**config.mk**
```make
export PLATFORM = sky130hd
export DESIGN_NAME = flrf_top
export DESIGN_NICKNAME = d
export VERILOG_FILES = /design/src/hdl/flrf_mem.v /design/src/hdl/flrf_top.v
export VERILOG_INCLUDE_DIRS = /design/src /design/src/hdl
export SDC_FILE = /design/constraint.sdc
export NUM_CORES = 1
export LEC_CHECK = 0
export BUFFER_PORTS_ARGS = -buffer_cell sky130_fd_sc_hd__buf_4
export CORE_ASPECT_RATIO = 1.1
export CORE_MARGIN = 2
export CORE_UTILIZATION = 36
export DETAILED_ROUTE_END_ITERATION = 10
export SYNTH_ARGS = -nofsm -noshare
export SYNTH_HDL_FRONTEND = slang
export SYNTH_SLANG_ARGS = --single-unit
```
**constraint.sdc**
```tcl
create_clock -name clk -period 4.7 [get_ports clk]
set_input_delay 1.41 -clock clk [delete_from_list [all_inputs] [get_ports clk]]
set_output_delay 1.41 -clock clk [all_outputs]
set_load 0.05 [all_outputs]
```
**src/hdl/flrf_regs.vh**
```
// constants for the fault record formatter: byte positions, lengths, step counts
// assumes a 10 MHz system clock and 8-bit record bytes
`ifndef FLRF_REGS_VH
`define FLRF_REGS_VH
`define FLRF_REC_LEN        8'h93
`define FLRF_NO_LOG_LEN     8'h00
`define FLRF_IDX_TEMP1_HI   8'h17
`define FLRF_IDX_TEMP1_LO   8'h18
`define FLRF_IDX_TEMP2_HI   8'h19
`define FLRF_IDX_TEMP2_LO   8'h1A
`define FLRF_IDX_PAGE_BASE  8'h1B
`define FLRF_IDX_MFR0       8'h2D
`define FLRF_PAGE_LEN       8'h13
`define FLRF_NUM_PAGES      3'h6
`define FLRF_LAST_STEP      5'h19
`define FLRF_ADDR_W         8
`endif

```
**src/hdl/flrf_mem.v**
```verilog
// record memory for the fault log: one write port, one registered read port
// assumes single clock; contents are undefined until written
`timescale 1ns/10ps
`include "flrf_regs.vh"
module flrf_mem (
	input  wire       clk,
	input  wire       wr_en,
	input  wire [7:0] wr_addr,
	input  wire [7:0] wr_data,
	input  wire [7:0] rd_addr,
	output reg  [7:0] rd_data
);
	reg [7:0] mem [0:`FLRF_REC_LEN - 8'h01];

	always @(posedge clk) begin
		if (wr_en)
			mem[wr_addr] <= wr_data;
		rd_data <= mem[rd_addr];
	end
endmodule

```
**src/hdl/flrf_top.v**
```verilog
// fault record formatter: captures temperatures and one event page at the first step 25 after a fault,
// commits the record after the last step, and streams it for a block read.
// assumes adc step results arrive as one-cycle pulses from same-clock logic.
`timescale 1ns/10ps
`include "flrf_regs.vh"
module flrf_top (
	input  wire        clk,
	input  wire        rst_n,
	input  wire        fault_evt,
	input  wire        step_vld,
	input  wire [4:0]  step_num,
	input  wire [15:0] temp1_val,
	input  wire [15:0] temp2_val,
	input  wire [15:0] vout0_val,
	input  wire [15:0] vout1_val,
	input  wire [15:0] iout0_val,
	input  wire [15:0] iout1_val,
	input  wire [15:0] vin_val,
	input  wire [15:0] iin_val,
	input  wire [7:0]  svout0_val,
	input  wire [7:0]  svout1_val,
	input  wire [15:0] sword0_val,
	input  wire [15:0] sword1_val,
	input  wire [7:0]  smfr0_val,
	input  wire        fault_record_block_read,
	input  wire        rd_next,
	output reg  [7:0]  blk_len_r,
	output reg  [7:0]  rd_byte_r,
	output reg         rd_vld_r,
	output reg         log_valid_r,
	output reg         busy_r,
	output reg         commit_r
);
	localparam S_IDLE = 4'b0001;
	localparam S_PASS = 4'b0010;
	localparam S_WRT  = 4'b0100;
	localparam S_DONE = 4'b1000;


	localparam PAGE_TOP = 8 * `FLRF_PAGE_LEN - 1;

	reg  [3:0]        st_r;
	reg  [7:0]        widx_r;
	reg  [7:0]        ridx_r;
	reg  [7:0]        wr_data;
	reg  [7:0]        pidx;
	reg  [15:0]       t1_r;
	reg  [15:0]       t2_r;
	reg               rd_pend_r;

	wire [7:0]        mem_q;
	wire              wr_en;
	wire              take_step;
	wire              take_byte;
	wire [PAGE_TOP:0] page_img;
	wire [PAGE_TOP:0] page_q;

	genvar            g;

	assign wr_en     = (st_r == S_WRT);
	assign take_step = (st_r == S_PASS) && step_vld;
	// a new block read wins over a byte request in the same cycle
	assign take_byte = rd_next && log_valid_r && (ridx_r < `FLRF_REC_LEN) &&
		!fault_record_block_read;

	// event page image, record order, high byte first
	assign page_img = {
		vout0_val,
		vout1_val,
		iout0_val,
		iout1_val,
		vin_val,
		iin_val,
		svout0_val,
		svout1_val,
		sword0_val,
		sword1_val,
		smfr0_val
	};

	// every page byte is retaken on each step, so the last step of the pass wins
	// one register per page byte keeps the load free of a wide multiplexer
	generate
		for (g = 0; g < `FLRF_PAGE_LEN; g = g + 1) begin : g_page
			reg [7:0] byte_r;
			always @(posedge clk or negedge rst_n) begin
				if (!rst_n)
					byte_r <= 8'h00;
				else if (take_step)
					byte_r <= page_img[PAGE_TOP - 8 * g -: 8];
			end
			assign page_q[PAGE_TOP - 8 * g -: 8] = byte_r;
		end
	endgenerate

	always @* begin
		wr_data = 8'h00;
		pidx    = widx_r - `FLRF_IDX_PAGE_BASE;
		// widx_r walks record addresses; the page image counts from its first byte
		case (widx_r)
			`FLRF_IDX_TEMP1_HI: wr_data = t1_r[15:8];
			`FLRF_IDX_TEMP1_LO: wr_data = t1_r[7:0];
			`FLRF_IDX_TEMP2_HI: wr_data = t2_r[15:8];
			`FLRF_IDX_TEMP2_LO: wr_data = t2_r[7:0];
			default: begin
				if (widx_r >= `FLRF_IDX_PAGE_BASE &&
					widx_r <= `FLRF_IDX_MFR0)
					wr_data = page_q[PAGE_TOP - 8 * pidx -: 8];
			end
		endcase
	end

	always @(posedge clk or negedge rst_n) begin
		if (!rst_n) begin
			st_r        <= S_IDLE;
			widx_r      <= 8'h00;
			t1_r        <= 16'h0000;
			t2_r        <= 16'h0000;
			log_valid_r <= 1'b0;
			busy_r      <= 1'b0;
			commit_r    <= 1'b0;
		end else begin
			commit_r <= 1'b0;
			case (st_r)
				S_IDLE: begin
					// a second fault while a capture runs is folded into that capture
					if (fault_evt) begin
						st_r   <= S_PASS;
						busy_r <= 1'b1;
					end
				end
				S_PASS: begin
					if (step_vld) begin
						// temperatures are header bytes but are taken with the page
						// channel 1 temperature
						t1_r <= temp1_val;
						t2_r <= temp2_val;
						if (step_num == `FLRF_LAST_STEP) begin
							st_r   <= S_WRT;
							widx_r <= `FLRF_IDX_TEMP1_HI;
						end
					end
				end
				S_WRT: begin
					// commit header and the one event page
					// one record byte per cycle, bytes 23 through 45
					if (widx_r == `FLRF_IDX_MFR0) begin
						st_r <= S_DONE;
					end else begin
						widx_r <= widx_r + 8'h01;
					end
				end
				S_DONE: begin
					log_valid_r <= 1'b1;
					busy_r      <= 1'b0;
					commit_r    <= 1'b1;
					st_r        <= S_IDLE;
				end
				default: st_r <= S_IDLE;
			endcase
		end
	end

	// bytes outside 23..45 are never written here and read back as the memory holds them
	flrf_mem u_mem (
		.clk     (clk),
		.wr_en   (wr_en),
		.wr_addr (widx_r),
		.wr_data (wr_data),
		.rd_addr (ridx_r),
		.rd_data (mem_q)
	);

	// length latched at the start of each block read
	always @(posedge clk or negedge rst_n) begin
		if (!rst_n)
			blk_len_r <= `FLRF_NO_LOG_LEN;
		else if (fault_record_block_read)
			blk_len_r <= log_valid_r ? `FLRF_REC_LEN : `FLRF_NO_LOG_LEN;
	end

	// byte pointer; memory read data lag the pointer by one cycle
	always @(posedge clk or negedge rst_n) begin
		if (!rst_n) begin
			ridx_r    <= 8'h00;
			rd_pend_r <= 1'b0;
		end else begin
			rd_pend_r <= take_byte;
			if (fault_record_block_read)
				ridx_r <= 8'h00;
			else if (take_byte)
				ridx_r <= ridx_r + 8'h01;
		end
	end

	always @(posedge clk or negedge rst_n) begin
		if (!rst_n) begin
			rd_vld_r  <= 1'b0;
			rd_byte_r <= 8'h00;
		end else begin
			rd_vld_r <= rd_pend_r;
			if (rd_pend_r)
				rd_byte_r <= mem_q;
		end
	end
endmodule
```
==> impl_results.md, run 1 <==
* Outcome: completed
* Avg Vias per Cell at approximately 5.4
* Clock network fraction of total power at a little under two fifths
* Placer's final routability congestion estimate at about 0.81
* Antenna violations before repair at 5
* H-Tree Depth at 4
* Area share of the leading cell type in the synthesized netlist at around 63%
* I/O Pins at about 220
* Cell variety after synth at 67
* DR WL/cell at 26.5 microns
* Flop pwr share at between 50% and 60%
* Number of buffers added by the clock tree synthesis step at ~140
* Internal cell power at between 20 and 25 mW
* Rows at around 150
* Area of all placed cells without fillers at ~0.066 sq mm
* Width of the chip at between 300 and 400 microns
* Setup crit start kind: register
* Clock-pin slew on the worst setup and hold paths at ~0.06 ns
* Setup total negative slack at 0 ns
* Ranking of synthesized cells by area: edfxtp_1, dfrtp_1, mux4_2, mux2i_1, mux2_2
* Total track usage at about a fifth
* Count of unresolved DRC violations after routing at 0
* Transition time at the pin with the least slew margin at approximately 1.2 ns
* Max frequency at approximately 240 MHz
* Max FO, Critical Path at 100
* P_leak at 18.6 nW
* Routed via count at ~30k
* Worst Setup End Kind: register
* Peak supply drop at ~0.28 mV
* Storage element area at roughly 0.041 sq mm
* Overflow after GRT at 0
* Cell count of the worst reg-to-reg path at 11
* Worst hold path depth at 1
* Reported max-cap violation count at 0
* Starting density of the core at between 30 and 40%
* Pin count of the biggest net entering global routing at 148
* Later-pin clock latency in the skew report at 0.78 ns
* Area added between synthesis and finish at 16.5%
* Min setup slack post-route at roughly 0.47 ns
* Overall power of the completed layout at approximately 28 mW
* Share of layout cells above drive strength 1 at ~29%
* Floorplan die area at between 0.15 and 0.2 sq mm
* WL final at ~150,000 microns
* Met3 Track Usage GR at ~3.4%
* Critical Path RT at ~5.3 ns
* Max Root-Sink Buffers at 3
* Initial DRC count at around 2.9k
* Via count of the first global-routing pass at 30.8k
* Core footprint at between 0.15 and 0.2 sq mm
* Number of iterations in the first detailed-routing pass at 6
* Number of clock sinks at about 1.4k
* Post-detail-place hpwl at ~96,000 microns
* Instance area at placement at ~0.06 sq mm
* Portion of the post-synthesis area used by sequential elements at a little over 70%
* Post-route clock skew at roughly 0.022 ns
* Grt met2 use at a little under a third
* Switching fraction of total power at a little under a quarter
* Resized Gates After CTS at 0
* Net count, final at approximately 3.6k
* Worst slew margin relative to its limit at between 10% and 20%
* Hold Violations, Final at 0
* FF+latch count, synth at 1,402
* Gr busiest metal: met2
* Worst slack, placed at between 0.4 and 0.5 ns
* Mapped cell area at 0.0564 sq mm
* Multi-input gate area at around 0.015 sq mm
* Ratio of final minimum period to clock period at 89.9%
* Hold buffer count at CTS at 0
* Mean Syn Cell Area at ~18 sq um
* Tmin final at 4.23 ns
* Placed insts at approximately 5.4k
* Worst min path class: register to register
* Fill cell total of the finished layout at about 14k
* Final ANT Viol Nets at 0
* Most used DFF post-synth: edfxtp_1
* EDFF count, synth at around 1.2k
* Part of the power in combinational logic at under 10%
* NetSw at 6.53 mW
* Share of async-settable or async-resettable flops after synthesis at 15.5%
* CTS tree: yes
* PortBufs at 210
* Global-route track usage on met1 at between 20% and 30%
* First-pass GRT wire length at 217,000 microns
* Root cell of the clock tree: clkbuf_16
* Power density normalized to cell area at between 400 and 500 mW/mm^2
* Number of setup violations in the final report at 0
* Setup Crit Path Kind: register to register
* Setup slack on the worst flop-to-flop path at approximately 0.47 ns
* Die Y-Extent at 419 microns
* Pins Over Slew Limit at 0
* Cell count after synthesis at a little over 3k
* Number of warnings reported in the yosys synthesis log at 0
* Data arrival time of the critical path at around 4.8 ns
* Post-route non-filler standard cell count at 5,637
* Largest area contributor in the synthesized netlist: edfxtp_1
* Post-CTS setup-driven buffer insertion count at 0
* Setup repair after global routing missed its margin: false
## placed cells by master (no fill, tap or decap), types with 19 or more instances in the layout
| master | netlist | routed |
|---|---|---|
| mux2i_1 | 306 | 306 |
| buf_4 | 39 | 374 |
| clkinv_2 | 0 | 21 |
| o221ai_1 | 48 | 48 |
| a21oi_1 | 58 | 58 |
| mux2_2 | 201 | 201 |
| nor2_1 | 185 | 185 |
| nand2_1 | 124 | 122 |
| mux4_2 | 196 | 196 |
| o22ai_1 | 26 | 26 |
| clkbuf_1 | 93 | 35 |
| edfxtp_1 | 1176 | 1176 |
| clkbuf_16 | 0 | 139 |
| buf_12 | 0 | 19 |
| nand3_1 | 22 | 22 |
| dfrtp_1 | 217 | 213 |
| a22oi_1 | 117 | 117 |
| o21ai_0 | 48 | 48 |
| clkinv_1 | 1 | 26 |
## cells in the mapped netlist, types with 11 or more instances
cell type	n
nand2_1	124
edfxtp_1	1176
a41oi_1	14
nor3_1	11
o221ai_1	48
clkbuf_1	93
mux4_2	196
a22oi_1	117
o21ai_0	48
nand3_1	22
dfrtp_1	217
a21oi_1	58
buf_2	50
nor2b_1	19
mux2_2	201
buf_4	39
mux2i_1	306
buf_1	13
nor2_1	185
o22ai_1	26
## final timing paths
check,startpoint,endpoint
max,widx_r[0]$_DFFE_PN0P_,u_mem.mem[80][1]$_DFFE_PP_
min,g_page[4].byte_r[4]$_DFFE_PN0P_,g_page[4].byte_r[4]$_DFFE_PN0P_
max reg2reg,widx_r[0]$_DFFE_PN0P_,u_mem.mem[80][1]$_DFFE_PP_
min reg2reg,g_page[4].byte_r[4]$_DFFE_PN0P_,g_page[4].byte_r[4]$_DFFE_PN0P_
max in group asynchronous,rst_n,g_page[8].byte_r[6]$_DFFE_PN0P_
min in group asynchronous,rst_n,g_page[15].byte_r[2]$_DFFE_PN0P_
## cell type report
cell class | count | share of cell area, %
antenna | 1 | 0.00381
clock buffer | 177 | 5.56
clock inverter | 75 | 1.03
inverter | 7 | 0.0400
multi-input combinational | 1502 | 22.2
sequential | 1402 | 62.3
tap | 2079 | 3.96
timing repair buffer | 394 | 4.88
## metal layers
metal | wire, microns | vias up
met3 | 9160 | 200
li1 | - | 13112
met5 | 49 | -
met4 | 4190 | 6
met2 | 74900 | 1011
met1 | 61100 | 15895
## critical path, cell delays in order (launching register included)
cell,delay (ns)
dfrtp_2,0.50
clkinv_1,0.26
ha_4,0.56
nor2b_1,0.20
o21ai_0,0.11
o211ai_2,0.10
xor2_2,0.15
buf_4,0.23
nor4bb_2,0.31
buf_4,0.24
a221o_4,0.84
buf_4,0.42
## kinds of logic after synthesis
logic type                 synth area share (%)
muxes                                      17.3
adders and majority gates                 0.173
buffers and inverters                      1.85
xor gates and xnor gates                  0.228
DFF                                        72.6
AOI/OAI and AO/OA                          4.80
other                                   0.00665
and+or+nand+nor                            3.09
## sequential cells by signal (all words and copies together) (netlist names)
register	flops
busy_r	1
u_mem.mem	1176
g_page.byte_r	152
commit_r	1
rd_pend_r	1
st_r	4
rd_vld_r	1
t2_r	16
rd_byte_r	8
ridx_r	8
t1_r	16
blk_len_r	1
widx_r	8
log_valid_r	1
u_mem.rd_data	8
## through the flow
stage | utilization [%] | hold slack [ns]
6_report | 42.2 | 0.503
5_1_grt | 42.2 | 0.518
4_1_cts | 42.2 | 0.506
3_5_place_dp | 39.4 | 0.492
3_3_place_gp | 39.4 | 0.485
2_1_floorplan | - | 0.352
## power by group through the flow
stage	clock, mW	combinational, mW	sequential (mW)
final	10.7	2.64	14.8
after global routing	11.4	2.87	14.9
after CTS	10.9	2.67	14.8
after detailed placement	0	2.65	15.1
after global placement	0	2.61	15.1
after floorplan	0	2.06	14.7
(Power assumes the default switching activity.)
==> run 2: changes to the inputs <==
--- a/config.mk
+++ b/config.mk
@@ -13,4 +13,5 @@
 export DETAILED_ROUTE_END_ITERATION = 10
 export SYNTH_ARGS = -nofsm -noshare
 export SYNTH_HDL_FRONTEND = slang
+export SYNTH_HIERARCHICAL = 1
 export SYNTH_SLANG_ARGS = --single-unit
==> run 2 against run 1 <==
Maximum frequency grew 0.83%. Total power grew 6.1%. Final area grew 1.4%. Largest cell class unchanged.
==> impl_results.md, run 2 <==
* Initial DRC count at 3,139 (was 2,890)
* Largest stage delay on the critical path at 0.71 ns (was 0.84 ns)
* Placed insts at 5,457 (was 5,384)
* Cell count of the worst reg-to-reg path at 7 (was 11)
* Later-pin clock latency in the skew report at 0.78 ns (about the same)
* Critical Path RT at 5.14 ns (was 5.28 ns)
* Max frequency at 239 MHz (was 237 MHz)
* PortBufs at 210 (unchanged)
* Transition time at the pin with the least slew margin at 1.19 ns (was 1.24 ns)
* H-Tree Depth at 4 (unchanged)
* Number of iterations in the first detailed-routing pass at 5 (was 6)
* Number of clock sinks at 1,402 (unchanged)
* Resized Gates After CTS at 0 (unchanged)
* Routed via count at 30.7k (was 30.2k)
* Net count, final at 3,716 (was 3,647)
* Post-detail-place hpwl at 94,400 microns (was 95,900 microns)
* Core footprint at 0.158 sq mm (was 0.156 sq mm)
* Worst path cell trace: ha_1 -> xnor2_2 -> xor2_4 -> mux2i_1 -> mux2_4 -> o31ai_4 -> buf_4 (was clkinv_1 -> ha_4 -> nor2b_1 -> o21ai_0 -> o211ai_2 -> xor2_2 -> buf_4 -> nor4bb_2 -> buf_4 -> a221o_4 -> buf_4)
* Placer's final routability congestion estimate at 0.835 (was 0.807)
* Ranking of synthesized cells by area: edfxtp_1, dfrtp_1, mux2i_1, mux4_2, mux2_2 (was edfxtp_1, dfrtp_1, mux4_2, mux2i_1, mux2_2)
* Share of async-settable or async-resettable flops after synthesis at 15.5% (unchanged)
* Number of warnings reported in the yosys synthesis log at 6 (was 0)
* Fill cell total of the finished layout at 14.0k (was 13.7k)
* Floorplan die area at 0.162 sq mm (was 0.160 sq mm)
* Multi-input gate area at 0.0150 sq mm (was 0.0146 sq mm)
* Cell variety after synth at 73 (was 67)
* Flip-flop count of the largest register after layout at 1,176 (unchanged)
* EDFF count, synth at 1,176 (unchanged)
* Worst setup path endpoint: u_mem/mem[25][4]$_DFFE_PP_ (was u_mem.mem[80][1]$_DFFE_PP_)
* Clock-pin slew on the worst setup and hold paths at 0.06 ns (about the same)
* First-pass GRT wire length at 216,000 microns (was 217,000 microns)
* Final ANT Viol Nets at 0 (unchanged)
* Avg Vias per Cell at 5.35 (was 5.36)
* Largest area contributor in the synthesized netlist: edfxtp_1 (unchanged)
* Die Y-Extent at 422 microns (was 419 microns)
* Proportion of synthesized area in mux cells at 17.5% (was 17.3%)
* Most used standard cells in the synthesized netlist: edfxtp_1, mux2i_1, dfrtp_1, mux2_2, nor2_1 (was edfxtp_1, mux2i_1, dfrtp_1, mux2_2, mux4_2)
* Combinational family with the most area after synthesis: multiplexers (unchanged)
* Post-CTS setup-driven buffer insertion count at 0 (unchanged)
* Cell count after synthesis at 3,176 (was 3,110)
* Storage element area at 0.0409 sq mm (about the same)
* Tmin final at 4.19 ns (was 4.23 ns)
* I/O Pins at 215 (unchanged)
* Via count of the first global-routing pass at 30.8k (about the same)
* Hold Violations, Final at 0 (unchanged)
* Most frequently used cell type in the post-synthesis netlist: edfxtp_1 (unchanged)
* Max Root-Sink Buffers at 3 (unchanged)
* Area share of xor/xnor cells in the synthesized design at 0.307% (was 0.228%)
* Most frequent standard cell in the layout excluding fill and tap cells: edfxtp_1 (unchanged)
* Hold buffer count at CTS at 0 (unchanged)
* Post-route non-filler standard cell count at 5,729 (was 5,637)
* Number of setup violations in the final report at 0 (unchanged)
* Final Core Density at 42.2% (about the same)
* CP max-delay cell: buf_4 (was a221o_4)
* CP startpoint: widx_r[0]$_DFFE_PN0P_ (unchanged)
* Most used DFF post-synth: edfxtp_1 (unchanged)
* Overflow after GRT at 0 (unchanged)
* Overall power of the completed layout at 29.9 mW (was 28.2 mW)
* DR WL/cell at 25.8 microns (was 26.5 microns)
* Starting density of the core at 36.2% (about the same)
* Worst min path class: register to register (unchanged)
* Power density normalized to cell area at 449 mW/mm^2 (was 429 mW/mm^2)
* Max FO, Critical Path at 83 (was 100)
* Area share of the leading cell type in the synthesized netlist at 61.9% (was 62.6%)
* Largest register by flop count: u_mem/mem (was u_mem.mem)
* Worst hold path depth at 1 (unchanged)
* Synthesized-area fraction occupied by ao, oa, aoi and oai cells at 4.80% (about the same)
* Share of layout cells above drive strength 1 at 28.0% (was 28.8%)
* Post-Synth Simple-Gate Area at 3.20% (was 3.09%)
* Portion of the post-synthesis area used by sequential elements at 71.7% (was 72.6%)
* Worst Setup End Kind: register (unchanged)
* Peak supply drop at 0.340 mV (was 0.283 mV)
* Post-route clock skew at 0.0321 ns (was 0.0220 ns)
* Count of unresolved DRC violations after routing at 0 (unchanged)
* Share of synthesized cell area in full adder, half adder and majority cells at 0.173% (about the same)
* Total track usage at 18.1% (was 18.6%)
* Commonest cells after routing, fill and taps aside: edfxtp_1, mux2i_1, buf_4 (was edfxtp_1, buf_4, mux2i_1)
* P_leak at 18.8 nW (was 18.6 nW)
* Number of buffers added by the clock tree synthesis step at 147 (was 138)
* FF+latch count, synth at 1,402 (unchanged)
* Data arrival time of the critical path at 4.63 ns (was 4.80 ns)
* Setup repair after global routing missed its margin: false (unchanged)
* Width of the chip at 384 microns (was 381 microns)
* Largest registers: u_mem/mem: 1176 flops, g_page.byte_r: 152 flops (was u_mem.mem: 1176 flops, g_page.byte_r: 152 flops)
* Setup crit start kind: register (unchanged)
* Root cell of the clock tree: clkbuf_16 (unchanged)
* Worst slew margin relative to its limit at 20.2% (was 17.2%)
* Antenna violations before repair at 9 (was 5)
* Rows at 153 (was 152)
* Startpoint of the lowest-slack register-to-register path: widx_r[0]$_DFFE_PN0P_ (unchanged)
* Reported max-cap violation count at 0 (unchanged)
* CTS tree: yes (unchanged)
* Pin count of the biggest net entering global routing at 148 (unchanged)
* Pins Over Slew Limit at 0 (unchanged)
* Area added between synthesis and finish at 16.7% (was 16.5%)
* WL final at 148,000 microns (was 149,000 microns)
* Outcome: completed (unchanged)
* Ratio of final minimum period to clock period at 89.2% (was 89.9%)
* Mapped cell area at 0.0571 sq mm (was 0.0564 sq mm)
* Setup Crit Path Kind: register to register (unchanged)
* Setup slack on the worst flop-to-flop path at 0.51 ns (was 0.47 ns)
* Mean Syn Cell Area at 18.0 sq um (was 18.1 sq um)
* R2R Path End: u_mem/mem[25][4]$_DFFE_PP_ (was u_mem.mem[80][1]$_DFFE_PP_)
-- run 2: per-stage QoR --
stage / TNS [ns] / setup slack, ns / instance area [sq um] / hold slack, ns
2_1_floorplan: -24.51 / -0.0223 / 57300 / 0.352
3_5_place_dp: 0 / 0.511 / 61800 / 0.452
4_1_cts: 0 / 0.476 / 66600 / 0.445
5_1_grt: 0 / 0.262 / 66600 / 0.457
3_3_place_gp: 0 / 0.583 / 61800 / 0.450
6_report: 0 / 0.509 / 66600 / 0.455
-- run 2: how the worst min path moves through the flow --
stage                                  start                  endpoint  slack, ns
CTS                 u_mem/rd_data[6]$_DFF_P_  rd_byte_r[6]$_DFFE_PN0P_       0.44
global route        u_mem/rd_data[6]$_DFF_P_  rd_byte_r[6]$_DFFE_PN0P_       0.46
detailed placement  u_mem/rd_data[2]$_DFF_P_  rd_byte_r[2]$_DFFE_PN0P_       0.45
finish              u_mem/rd_data[6]$_DFF_P_  rd_byte_r[6]$_DFFE_PN0P_       0.45
floorplan                rd_pend_r$_DFF_PN0_        rd_vld_r$_DFF_PN0_       0.35
global placement    u_mem/rd_data[2]$_DFF_P_  rd_byte_r[2]$_DFFE_PN0P_       0.45
-- run 2: cells by family after synthesis --
logic type | count (synthesis)
compound gates | 396
xor+xnor | 17
fa+ha+maj | 8
buf+inv | 211
flops | 1402
mux | 755
other cells | 1
simple gates | 386
-- run 2: critical path: cells and delay by family, from the launching register on --
kind	cells	cell delay, ns
buffers and inverters	1	0.71
multiplexers	2	0.56
adder cells (fa/ha/maj)	1	0.66
XOR/XNOR	2	0.92
flip-flops	1	0.60
AO/OA/AOI/OAI	1	0.29
-- run 2: cell type report --
| cell class | instances | area share, % |
|---|---|---|
| tap | 2092 | 3.93 |
| clock inverter | 70 | 1.08 |
| inverter | 14 | 0.0826 |
| clock buffer | 200 | 6.15 |
| timing repair buffer | 383 | 4.70 |
| antenna | 2 | 0.00751 |
| sequential | 1402 | 61.5 |
| multi-input combinational | 1566 | 22.6 |
-- run 2: power breakdown --
part | internal (mW) | total [mW] | switching [mW]
clock | 6.80 | 11.6 | 4.79
sequential | 14.2 | 14.9 | 0.702
combinational | 1.88 | 3.43 | 1.55
total | 22.9 | 29.9 | 7.04
-- run 2: per-layer routing --
layer,vias up,track usage [%],part of all wire (%)
met5,-,0,0.016
li1,13370,-,-
met4,4,5.66,2.8
met1,15978,24.0,41
met3,207,4.08,7.3
met2,1098,29.6,49
